## config.mk

```make
export PLATFORM = sky130hd
export DESIGN_NAME = pafp_port_alt_ctrl
export DESIGN_NICKNAME = d
export VERILOG_FILES = /design/src/pafp_port_alt_ctrl.v /design/src/pafp_pin_cell.v
export VERILOG_INCLUDE_DIRS = /design/src
export SDC_FILE = /design/constraint.sdc
export NUM_CORES = 1
export LEC_CHECK = 0
export BUFFER_PORTS_ARGS = -buffer_cell sky130_fd_sc_hd__buf_2
export CELL_PAD_IN_SITES_DETAIL_PLACEMENT = 0
export CELL_PAD_IN_SITES_GLOBAL_PLACEMENT = 1
export CORE_ASPECT_RATIO = 2
export CORE_UTILIZATION = 39
export DETAILED_ROUTE_END_ITERATION = 16
export PLACE_DENSITY = 0.9
export REMOVE_ABC_BUFFERS = 1
export SYNTH_ARGS = -nofsm -noshare
export SYNTH_HDL_FRONTEND = slang
export SYNTH_HIERARCHICAL = 1
export SYNTH_SLANG_ARGS = --single-unit
export TNS_END_PERCENT = 50
```

## constraint.sdc

```tcl
create_clock -name clk_sys_in -period 2.4 [get_ports clk_sys_in]
set_clock_uncertainty 0.1 [all_clocks]
set_input_delay 0.48 -clock clk_sys_in [delete_from_list [all_inputs] [get_ports clk_sys_in]]
set_output_delay 0.48 -clock clk_sys_in [all_outputs]
set_load 0.01 [all_outputs]
```

## src/pafp_map.vh

```
// Summary of operation
// - dedicated strobe pad control register at short address 55h, reset 00h
// - read/write strobe edge: 00 fast, 01 slow about 60 ns, others reserved
// - read/write strobe drive: 00 high, 01 dynamic, 10 low, 11 reserved
// - latch strobe edge uses same encoding: fast or slow about 60 ns
// - latch strobe drive: 00 high, 01 dynamic, 10 low, 11 reserved
// - each port line has exactly one alternate function beside general use
// - direction 0 keeps pin high-impedance; alternate output only when direction 1
// - signals needed right after reset are made outputs automatically; here auto_out_mask resets to 0 and must be set by software
// - alternate output pin value is port latch AND alternate data, except pwm
// - all direction bits reset to 0, pins start as inputs
// - output pin with alternate input feeds latch value to that input; here it feeds the driven pin value, latch AND alt data when enabled, alt data for pwm
// - hardware switches direction automatically for muxed bus pins when enabled
// - pins not used by alternate functions remain general purpose io
// - two lowest ports serve as external address and data lines
// - port 4 drives segment address bits a16 to a23 when segmentation on
// - port 2 also carries fast external interrupts and timer 7 input
// - word read of 8-bit pad control returns zero in bits 15 to 8
`ifndef PAFP_MAP_VH
`define PAFP_MAP_VH
`define PAFP_PAD_CTRL_SHORT 8'h55
`define PAFP_PAD_CTRL_ADDR 16'hf0aa
`define PAFP_LATCH_ADDR 16'hf100
`define PAFP_DIR_ADDR 16'hf104
`define PAFP_ALT_EN_ADDR 16'hf108
`define PAFP_PIN_ADDR 16'hf10c
`define PAFP_AUTO_OUT_ADDR 16'hf110
`define PAFP_PAD_CTRL_RESET 8'h00
`define PAFP_RW_EDGE_LSB 0
`define PAFP_RW_DRIVE_LSB 2
`define PAFP_ALE_EDGE_LSB 4
`define PAFP_ALE_DRIVE_LSB 6
`define PAFP_EDGE_FAST 2'h0
`define PAFP_EDGE_SLOW 2'h1
`define PAFP_DRIVE_HIGH 2'h0
`define PAFP_DRIVE_DYN 2'h1
`define PAFP_DRIVE_LOW 2'h2
`define PAFP_SLOW_EDGE_NS 60
`define PAFP_CLK_NS 100
`define PAFP_SLOW_EDGE_CYC ((`PAFP_SLOW_EDGE_NS + `PAFP_CLK_NS - 1) / `PAFP_CLK_NS)
`define PAFP_PINS 16
`endif

```

## src/pafp_port_alt_ctrl.v

```verilog
`timescale 1ns/1ps
`default_nettype none
`include "pafp_map.vh"
// alternate function pin control with dedicated strobe pad register
module pafp_port_alt_ctrl
(
   input wire clk_sys_in,
   input wire rst_n_in,
   input wire wb_cyc_in,
   input wire wb_stb_in,
   input wire wb_we_in,
   input wire [15:0] wb_adr_in,
   input wire [3:0] wb_sel_in,
   input wire [31:0] wb_dat_in,
   output reg [31:0] wb_dat_out,
   output reg wb_ack_out,
   input wire [15:0] alt_data_in,
   input wire [15:0] alt_pwm_in,
   input wire bus_active_in,
   input wire bus_drive_in,
   input wire [15:0] pad_in,
   output wire [15:0] pad_out,
   output wire [15:0] pad_oe_out,
   output wire [15:0] alt_in_out,
   output reg [1:0] strobe_edge_sel_out,
   output reg [1:0] strobe_drive_sel_out,
   output reg [1:0] latch_strobe_edge_sel_out,
   output reg [1:0] latch_strobe_drive_sel_out
);
   reg [7:0] dedicated_pad_ctrl;
   reg [15:0] port_latch;
   reg [15:0] pin_direction_bit;
   reg [15:0] alt_enable;
   reg [15:0] auto_out_mask;
   reg [15:0] hw_dir_en;
   reg [31:0] next_rdata;
   wire wb_req;
   wire wb_wr;
   wire [15:0] pad_out_w;
   wire [15:0] pad_oe_w;
   wire [15:0] alt_in_w;

   // reserved codes fall back to the safe default
   function [1:0] edge_code;
      input [1:0] code;
      begin
         edge_code = (code == `PAFP_EDGE_SLOW) ? `PAFP_EDGE_SLOW : `PAFP_EDGE_FAST;
      end
   endfunction

   function [1:0] drive_code;
      input [1:0] code;
      begin
         drive_code = (code == 2'h3) ? `PAFP_DRIVE_HIGH : code;
      end
   endfunction

   // byte lane merge for 16-bit registers
   function [15:0] merge16;
      input [15:0] old;
      input [15:0] data;
      input [1:0] sel;
      begin
         merge16 = {sel[1] ? data[15:8] : old[15:8], sel[0] ? data[7:0] : old[7:0]};
      end
   endfunction

   // address decode shared by the write processes
   function hit;
      input [15:0] adr;
      input [15:0] target;
      begin
         hit = (adr == target);
      end
   endfunction

   // request not yet answered
   assign wb_req = wb_cyc_in & wb_stb_in & ~wb_ack_out;
   // a write lands on the edge at which the master sees ack high
   assign wb_wr = wb_cyc_in & wb_stb_in & wb_we_in & wb_ack_out;

   // dedicated strobe pad register, low byte lane only
   always @(posedge clk_sys_in)
   begin
      if (!rst_n_in)
      begin
         dedicated_pad_ctrl <= `PAFP_PAD_CTRL_RESET;
      end
      else if (wb_wr && hit(wb_adr_in, `PAFP_PAD_CTRL_ADDR) && wb_sel_in[0])
      begin
         dedicated_pad_ctrl <= wb_dat_in[7:0];
      end
   end

   // port output latch, byte lanes merged
   always @(posedge clk_sys_in)
   begin
      if (!rst_n_in)
      begin
         port_latch <= 16'h0000;
      end
      else if (wb_wr && hit(wb_adr_in, `PAFP_LATCH_ADDR))
      begin
         port_latch <= merge16(port_latch, wb_dat_in[15:0], wb_sel_in[1:0]);
      end
   end

   // software direction bits, all inputs after reset
   always @(posedge clk_sys_in)
   begin
      if (!rst_n_in)
      begin
         pin_direction_bit <= 16'h0000;
      end
      else if (wb_wr && hit(wb_adr_in, `PAFP_DIR_ADDR))
      begin
         pin_direction_bit <= merge16(pin_direction_bit, wb_dat_in[15:0], wb_sel_in[1:0]);
      end
   end

   // one alternate function enable per line
   always @(posedge clk_sys_in)
   begin
      if (!rst_n_in)
      begin
         alt_enable <= 16'h0000;
      end
      else if (wb_wr && hit(wb_adr_in, `PAFP_ALT_EN_ADDR))
      begin
         alt_enable <= merge16(alt_enable, wb_dat_in[15:0], wb_sel_in[1:0]);
      end
   end

   // lines forced to output for functions used right after reset
   always @(posedge clk_sys_in)
   begin
      if (!rst_n_in)
      begin
         auto_out_mask <= 16'h0000;
      end
      else if (wb_wr && hit(wb_adr_in, `PAFP_AUTO_OUT_ADDR))
      begin
         auto_out_mask <= merge16(auto_out_mask, wb_dat_in[15:0], wb_sel_in[1:0]);
      end
   end

   // read mux; unmapped reads give zero
   always @*
   begin
      next_rdata = 32'h00000000;
      case (wb_adr_in)
         `PAFP_PAD_CTRL_ADDR:
            next_rdata = {24'h000000, dedicated_pad_ctrl};
         `PAFP_LATCH_ADDR:
            next_rdata = {16'h0000, port_latch};
         `PAFP_DIR_ADDR:
            next_rdata = {16'h0000, pin_direction_bit};
         `PAFP_ALT_EN_ADDR:
            next_rdata = {16'h0000, alt_enable};
         `PAFP_PIN_ADDR:
            next_rdata = {16'h0000, alt_in_w};
         `PAFP_AUTO_OUT_ADDR:
            next_rdata = {16'h0000, auto_out_mask};
         default:
            next_rdata = 32'h00000000;
      endcase
   end

   // one-wait-state ack and read data
   always @(posedge clk_sys_in)
   begin
      if (!rst_n_in)
      begin
         wb_ack_out <= 1'b0;
         wb_dat_out <= 32'h00000000;
      end
      else
      begin
         wb_ack_out <= wb_req;
         wb_dat_out <= wb_req ? next_rdata : 32'h00000000;
      end
   end

   // decoded pad driver controls for the strobe pads
   always @(posedge clk_sys_in)
   begin
      if (!rst_n_in)
      begin
         strobe_edge_sel_out <= `PAFP_EDGE_FAST;
         strobe_drive_sel_out <= `PAFP_DRIVE_HIGH;
         latch_strobe_edge_sel_out <= `PAFP_EDGE_FAST;
         latch_strobe_drive_sel_out <= `PAFP_DRIVE_HIGH;
      end
      else
      begin
         strobe_edge_sel_out <= edge_code(dedicated_pad_ctrl[`PAFP_RW_EDGE_LSB +: 2]);
         strobe_drive_sel_out <= drive_code(dedicated_pad_ctrl[`PAFP_RW_DRIVE_LSB +: 2]);
         latch_strobe_edge_sel_out <= edge_code(dedicated_pad_ctrl[`PAFP_ALE_EDGE_LSB +: 2]);
         latch_strobe_drive_sel_out <= drive_code(dedicated_pad_ctrl[`PAFP_ALE_DRIVE_LSB +: 2]);
      end
   end

   // hardware direction: bus lines follow the bus, after-reset outputs forced on
   always @*
   begin
      hw_dir_en = (alt_enable & {16{bus_active_in}}) | auto_out_mask;
   end

   genvar i;
   generate
      for (i = 0; i < `PAFP_PINS; i = i + 1)
      begin : g_pin
         pafp_pin_cell u_cell
         (
            .clk_sys_in(clk_sys_in),
            .rst_n_in(rst_n_in),
            .latch_in(port_latch[i]),
            .dir_in(pin_direction_bit[i]),
            .alt_en_in(alt_enable[i]),
            .alt_pwm_in(alt_pwm_in[i]),
            .alt_data_in(alt_data_in[i]),
            .hw_dir_en_in(hw_dir_en[i]),
            .hw_dir_in(auto_out_mask[i] | bus_drive_in),
            .pad_in(pad_in[i]),
            .pad_out(pad_out_w[i]),
            .pad_oe_out(pad_oe_w[i]),
            .alt_in_out(alt_in_w[i])
         );
      end
   endgenerate

   assign pad_out = pad_out_w;
   assign pad_oe_out = pad_oe_w;
   assign alt_in_out = alt_in_w;
endmodule
`default_nettype wire

```

## src/pafp_pin_cell.v

```verilog
`timescale 1ns/1ps
`default_nettype none
// one port line: general io plus exactly one alternate function
module pafp_pin_cell
(
   input wire clk_sys_in,
   input wire rst_n_in,
   input wire latch_in,
   input wire dir_in,
   input wire alt_en_in,
   input wire alt_pwm_in,
   input wire alt_data_in,
   input wire hw_dir_en_in,
   input wire hw_dir_in,
   input wire pad_in,
   output reg pad_out,
   output reg pad_oe_out,
   output reg alt_in_out
);
   reg next_out;
   reg next_oe;
   // effective direction and pin value for this line
   always @*
   begin
      next_oe = hw_dir_en_in ? hw_dir_in : dir_in;
      if (alt_en_in && alt_pwm_in)
         next_out = alt_data_in;
      else if (alt_en_in)
         next_out = latch_in & alt_data_in;
      else
         next_out = latch_in;
   end
   // registered pin drive; input side sees the driven pin value when driving
   always @(posedge clk_sys_in)
   begin
      if (!rst_n_in)
      begin
         pad_out <= 1'b0;
         pad_oe_out <= 1'b0;
         alt_in_out <= 1'b0;
      end
      else
      begin
         pad_out <= next_out;
         pad_oe_out <= next_oe;
         alt_in_out <= next_oe ? next_out : pad_in;
      end
   end
endmodule
`default_nettype wire

```

==> results.md <==
- Status: complete, no violations
- Vias in the first global route: 5702
- Relative slew slack: between 50 and 60%
- Crit path capture: dedicated_pad_ctrl[2]$_SDFFE_PN0P_
- Fraction of layout cells with a size suffix above 1: 35.78%
- Yosys top cell area share: ~44%
- Synthesized area per cell: between 9 and 10 sq um
- Placed cell areas: around 7700 sq um
- Sequential area share after synthesis: between 40% and 50%
- Max Fclk: between 400 and 500 MHz
- Crit start category: input pin
- Mapped Cells: between 600 and 700
- Mapped Area: roughly 6500 sq um
- Overflow left after global routing: 0
- Clock Latency Late Sink: 0.43 ns
- Synth area leader: dfxtp_1
- Initial antenna violation count: 1
- Fin crit share: between 80% and 90%
- Critical path origin: wb_adr_in[0]
- Resized cells post-CTS: 0
- Post-DRT Antenna Nets: 0
- Routed vias/inst: around 5.4
- Power Dens Cells: roughly 670 nW/um^2
- Leakage: 3.947 nW
- Die outline area: between 15000 and 20000 sq um
- 1st-pass router iterations: 8
- RSZ-0062 raised after global routing: false
- Crit path depth: 6
- Core Area: around 16000 sq um
- FF-to-FF setup slack: roughly 0.5 ns
- Initial core utilization: 39.90%
- Die Span Y: roughly 180 um
- Synthesis warning total: 6
- Worst Max-Slew Pin Slew: 0.6238 ns
- WP data required: between 2 and 3 ns
- Crit path cell chain: buf_2, or4_1, buf_4, or4_1, o21ai_1, a21oi_1
- IO Count: ~200
- Setup Fix Bufs, Post-CTS: 0
- Vias: roughly 5700
- Cell count after placement: slightly above 1000
- DRC errors left: 0
- Hpwl dp: between 10000 and 15000 um
- Fin. max-slew vios: 0
- DRT iter0 DRCs: 230
- Endpoints failing setup: 0
- Commonest non-fill, non-tap cell in the layout: buf_2
- First-pass GRT wire length: 29410 um
- CTS buffer count: 17
- Slowest cell delay on critical path: roughly 0.7 ns
- Bufs and invs on worst path: 2
- Detailed Route WL: around 19000 um
- Area grow syn2layout: 29.07%
- Seq cells post-synth: ~140
- Family with the most delay on the worst path: simple AND/OR/NAND/NOR gates
- H-tree depth: 4
- Max clock buf depth: 2
- WP data arrival: 2.33 ns
- Clock tree from TritonCTS: built
- Worst Reg-to-Reg Cells: 5
- Final min period: between 2 and 2.5 ns
- Cell Rows: 66
- Port Buffer Count: about 160
- CTS Sinks: around 140
- Area contributors post-synth: dfxtp_1, mux2i_1, nand2_1
- Worst-path maximum fanout: 8
- Reg-to-reg startpoint: wb_ack_out$_SDFF_PN0_
- CTS root buf: clkbuf_16
- Final cell area excluding filler cells: around 8400 sq um
- Max-cap viol count: 0
- CP endpoint kind: register
- Hold buffers post-CTS: 0
- CP max-delay cell: or4_1
- Util after Layout: 51.50%
- CP Class: in -> reg
- WL/cell: around 18 um
- Ant. Diodes: 0
- Final hold violation count: 0
- FILL cells: between 1000 and 1500
- Fin cells: 1062
- Fin nets: 952
- Gpl congestion: between 0.8 and 0.9
- Worst r2r dst: alt_enable[2]$_SDFFE_PN0P_
- Cell mode on critical path: or4_1
- Most frequent cells in the layout: buf_2, dfxtp_1, nand2_1
- Worst-path clk slew: 0.07 ns
- All-Layer GR Usage: between 20% and 30%
- Worst vdd ir: between 0.4 and 0.5 mV
- Die Width: approximately 93 um
- Largest net degree at the start of global routing: 49
- Min-delay worst type: in -> reg
- Post-synth cell types: 43
layer usage:
layer / track usage (%) / part of all wire [%]
met1: 23.05 / 36
met3: 4.497 / 4.8
met5: 0 / 0
met2: 41.59 / 54
met4: 13.66 / 4.4
kinds of logic after synthesis:
logic type	count (synthesis)	synth area share [%]
AO/OA/AOI/OAI	144	13.88
buffers and inverters	54	4.799
flip-flops	143	44.10
multiplexers	80	13.88
other	1	0.05777
AND/OR/NAND/NOR	239	23.28
where the power goes:
part	switching [mW]	internal (mW)	total (mW)
clock network	1.07	1.86	2.92
logic	0.189	0.127	0.317
registers	0.00844	2.39	2.40
total	1.27	4.37	5.64
flip-flops by register name, summed over array words and instances, names as in the netlist:
signal	count
latch_strobe_edge_sel_out	1
strobe_edge_sel_out	1
alt_enable	16
wb_dat_out	16
wb_ack_out	1
pin_direction_bit	16
port_latch	16
dedicated_pad_ctrl	8
g_pin.u_cell/pad_oe_out	16
strobe_drive_sel_out	2
g_pin.u_cell/alt_in_out	16
g_pin.u_cell/pad_out	16
auto_out_mask	16
latch_strobe_drive_sel_out	2
cells in the mapped netlist:
cell type	n
nor3b_1	4
nand3_2	2
a22oi_1	16
and3b_1	16
a222oi_1	8
nor2b_1	1
nor4b_2	1
nand2b_1	16
nand2_1	83
nand4_2	1
or4b_1	2
inv_1	3
nor4_4	6
a21o_1	16
buf_2	3
inv_2	1
nor2_1	14
and2_4	16
or2_2	17
and4_1	2
mux2_2	16
nand3_1	25
o21ai_1	24
o21ai_0	16
or4b_2	1
nand4b_1	18
a21oi_1	48
nor4b_1	1
nand4_1	4
buf_6	3
buf_1	1
buf_4	22
and3_1	3
or4_1	3
mux2_4	16
nand4_4	1
a22o_1	16
dfxtp_1	143
conb_1	1
nor4_1	1
nor3_4	1
mux2i_1	48
clkbuf_1	21
final cells by class:
cell class	count	area [sq um]	share of cell area [%]
sequential	143	2863	34.17
tap	204	255.2	3.047
multi-input combinational	481	3383	40.38
timing repair buffer	198	1216	14.52
clock buffer	20	436.7	5.212
inverter	4	15.01	0.1792
clock inverter	12	209.0	2.494
stage by stage:
stage          hold slack, ns  total power, mW  TNS, ns  setup slack [ns]
2_1_floorplan          0.3179            2.557   -1.657           -0.1035
3_3_place_gp           0.3528            2.762   -2.161           -0.1647
3_5_place_dp           0.3579            2.766   -2.020           -0.1665
4_1_cts                0.1607            5.689        0            0.2835
5_1_grt                0.1813            5.806        0            0.2094
6_report               0.1773            5.638        0            0.2646
tightest hold or removal path: cells and delay by family:
kind,cells,cell delay (ns)
buffers and inverters,1,0.09
AO/OA/AOI/OAI,1,0.05
AND/OR/NAND/NOR,1,0.04
worst min-delay path by stage:
stage / start / endpoint / slack, ns / depth (start not counted)
2_1_floorplan: dedicated_pad_ctrl[5]$_SDFFE_PN0P_ / latch_strobe_edge_sel_out[0]$_SDFF_PN0_ / 0.32 / 1
3_3_place_gp: dedicated_pad_ctrl[7]$_SDFFE_PN0P_ / latch_strobe_drive_sel_out[0]$_SDFF_PP0_ / 0.35 / 1
3_5_place_dp: dedicated_pad_ctrl[7]$_SDFFE_PN0P_ / latch_strobe_drive_sel_out[0]$_SDFF_PP0_ / 0.36 / 1
4_1_cts: pad_in[2] / g_pin[2].u_cell/alt_in_out$_SDFF_PN0_ / 0.16 / 3
5_1_grt: pad_in[3] / g_pin[3].u_cell/alt_in_out$_SDFF_PN0_ / 0.18 / 3
6_report: pad_in[2] / g_pin[2].u_cell/alt_in_out$_SDFF_PN0_ / 0.18 / 3
Note: power is estimated with default switching activity, not from simulation.
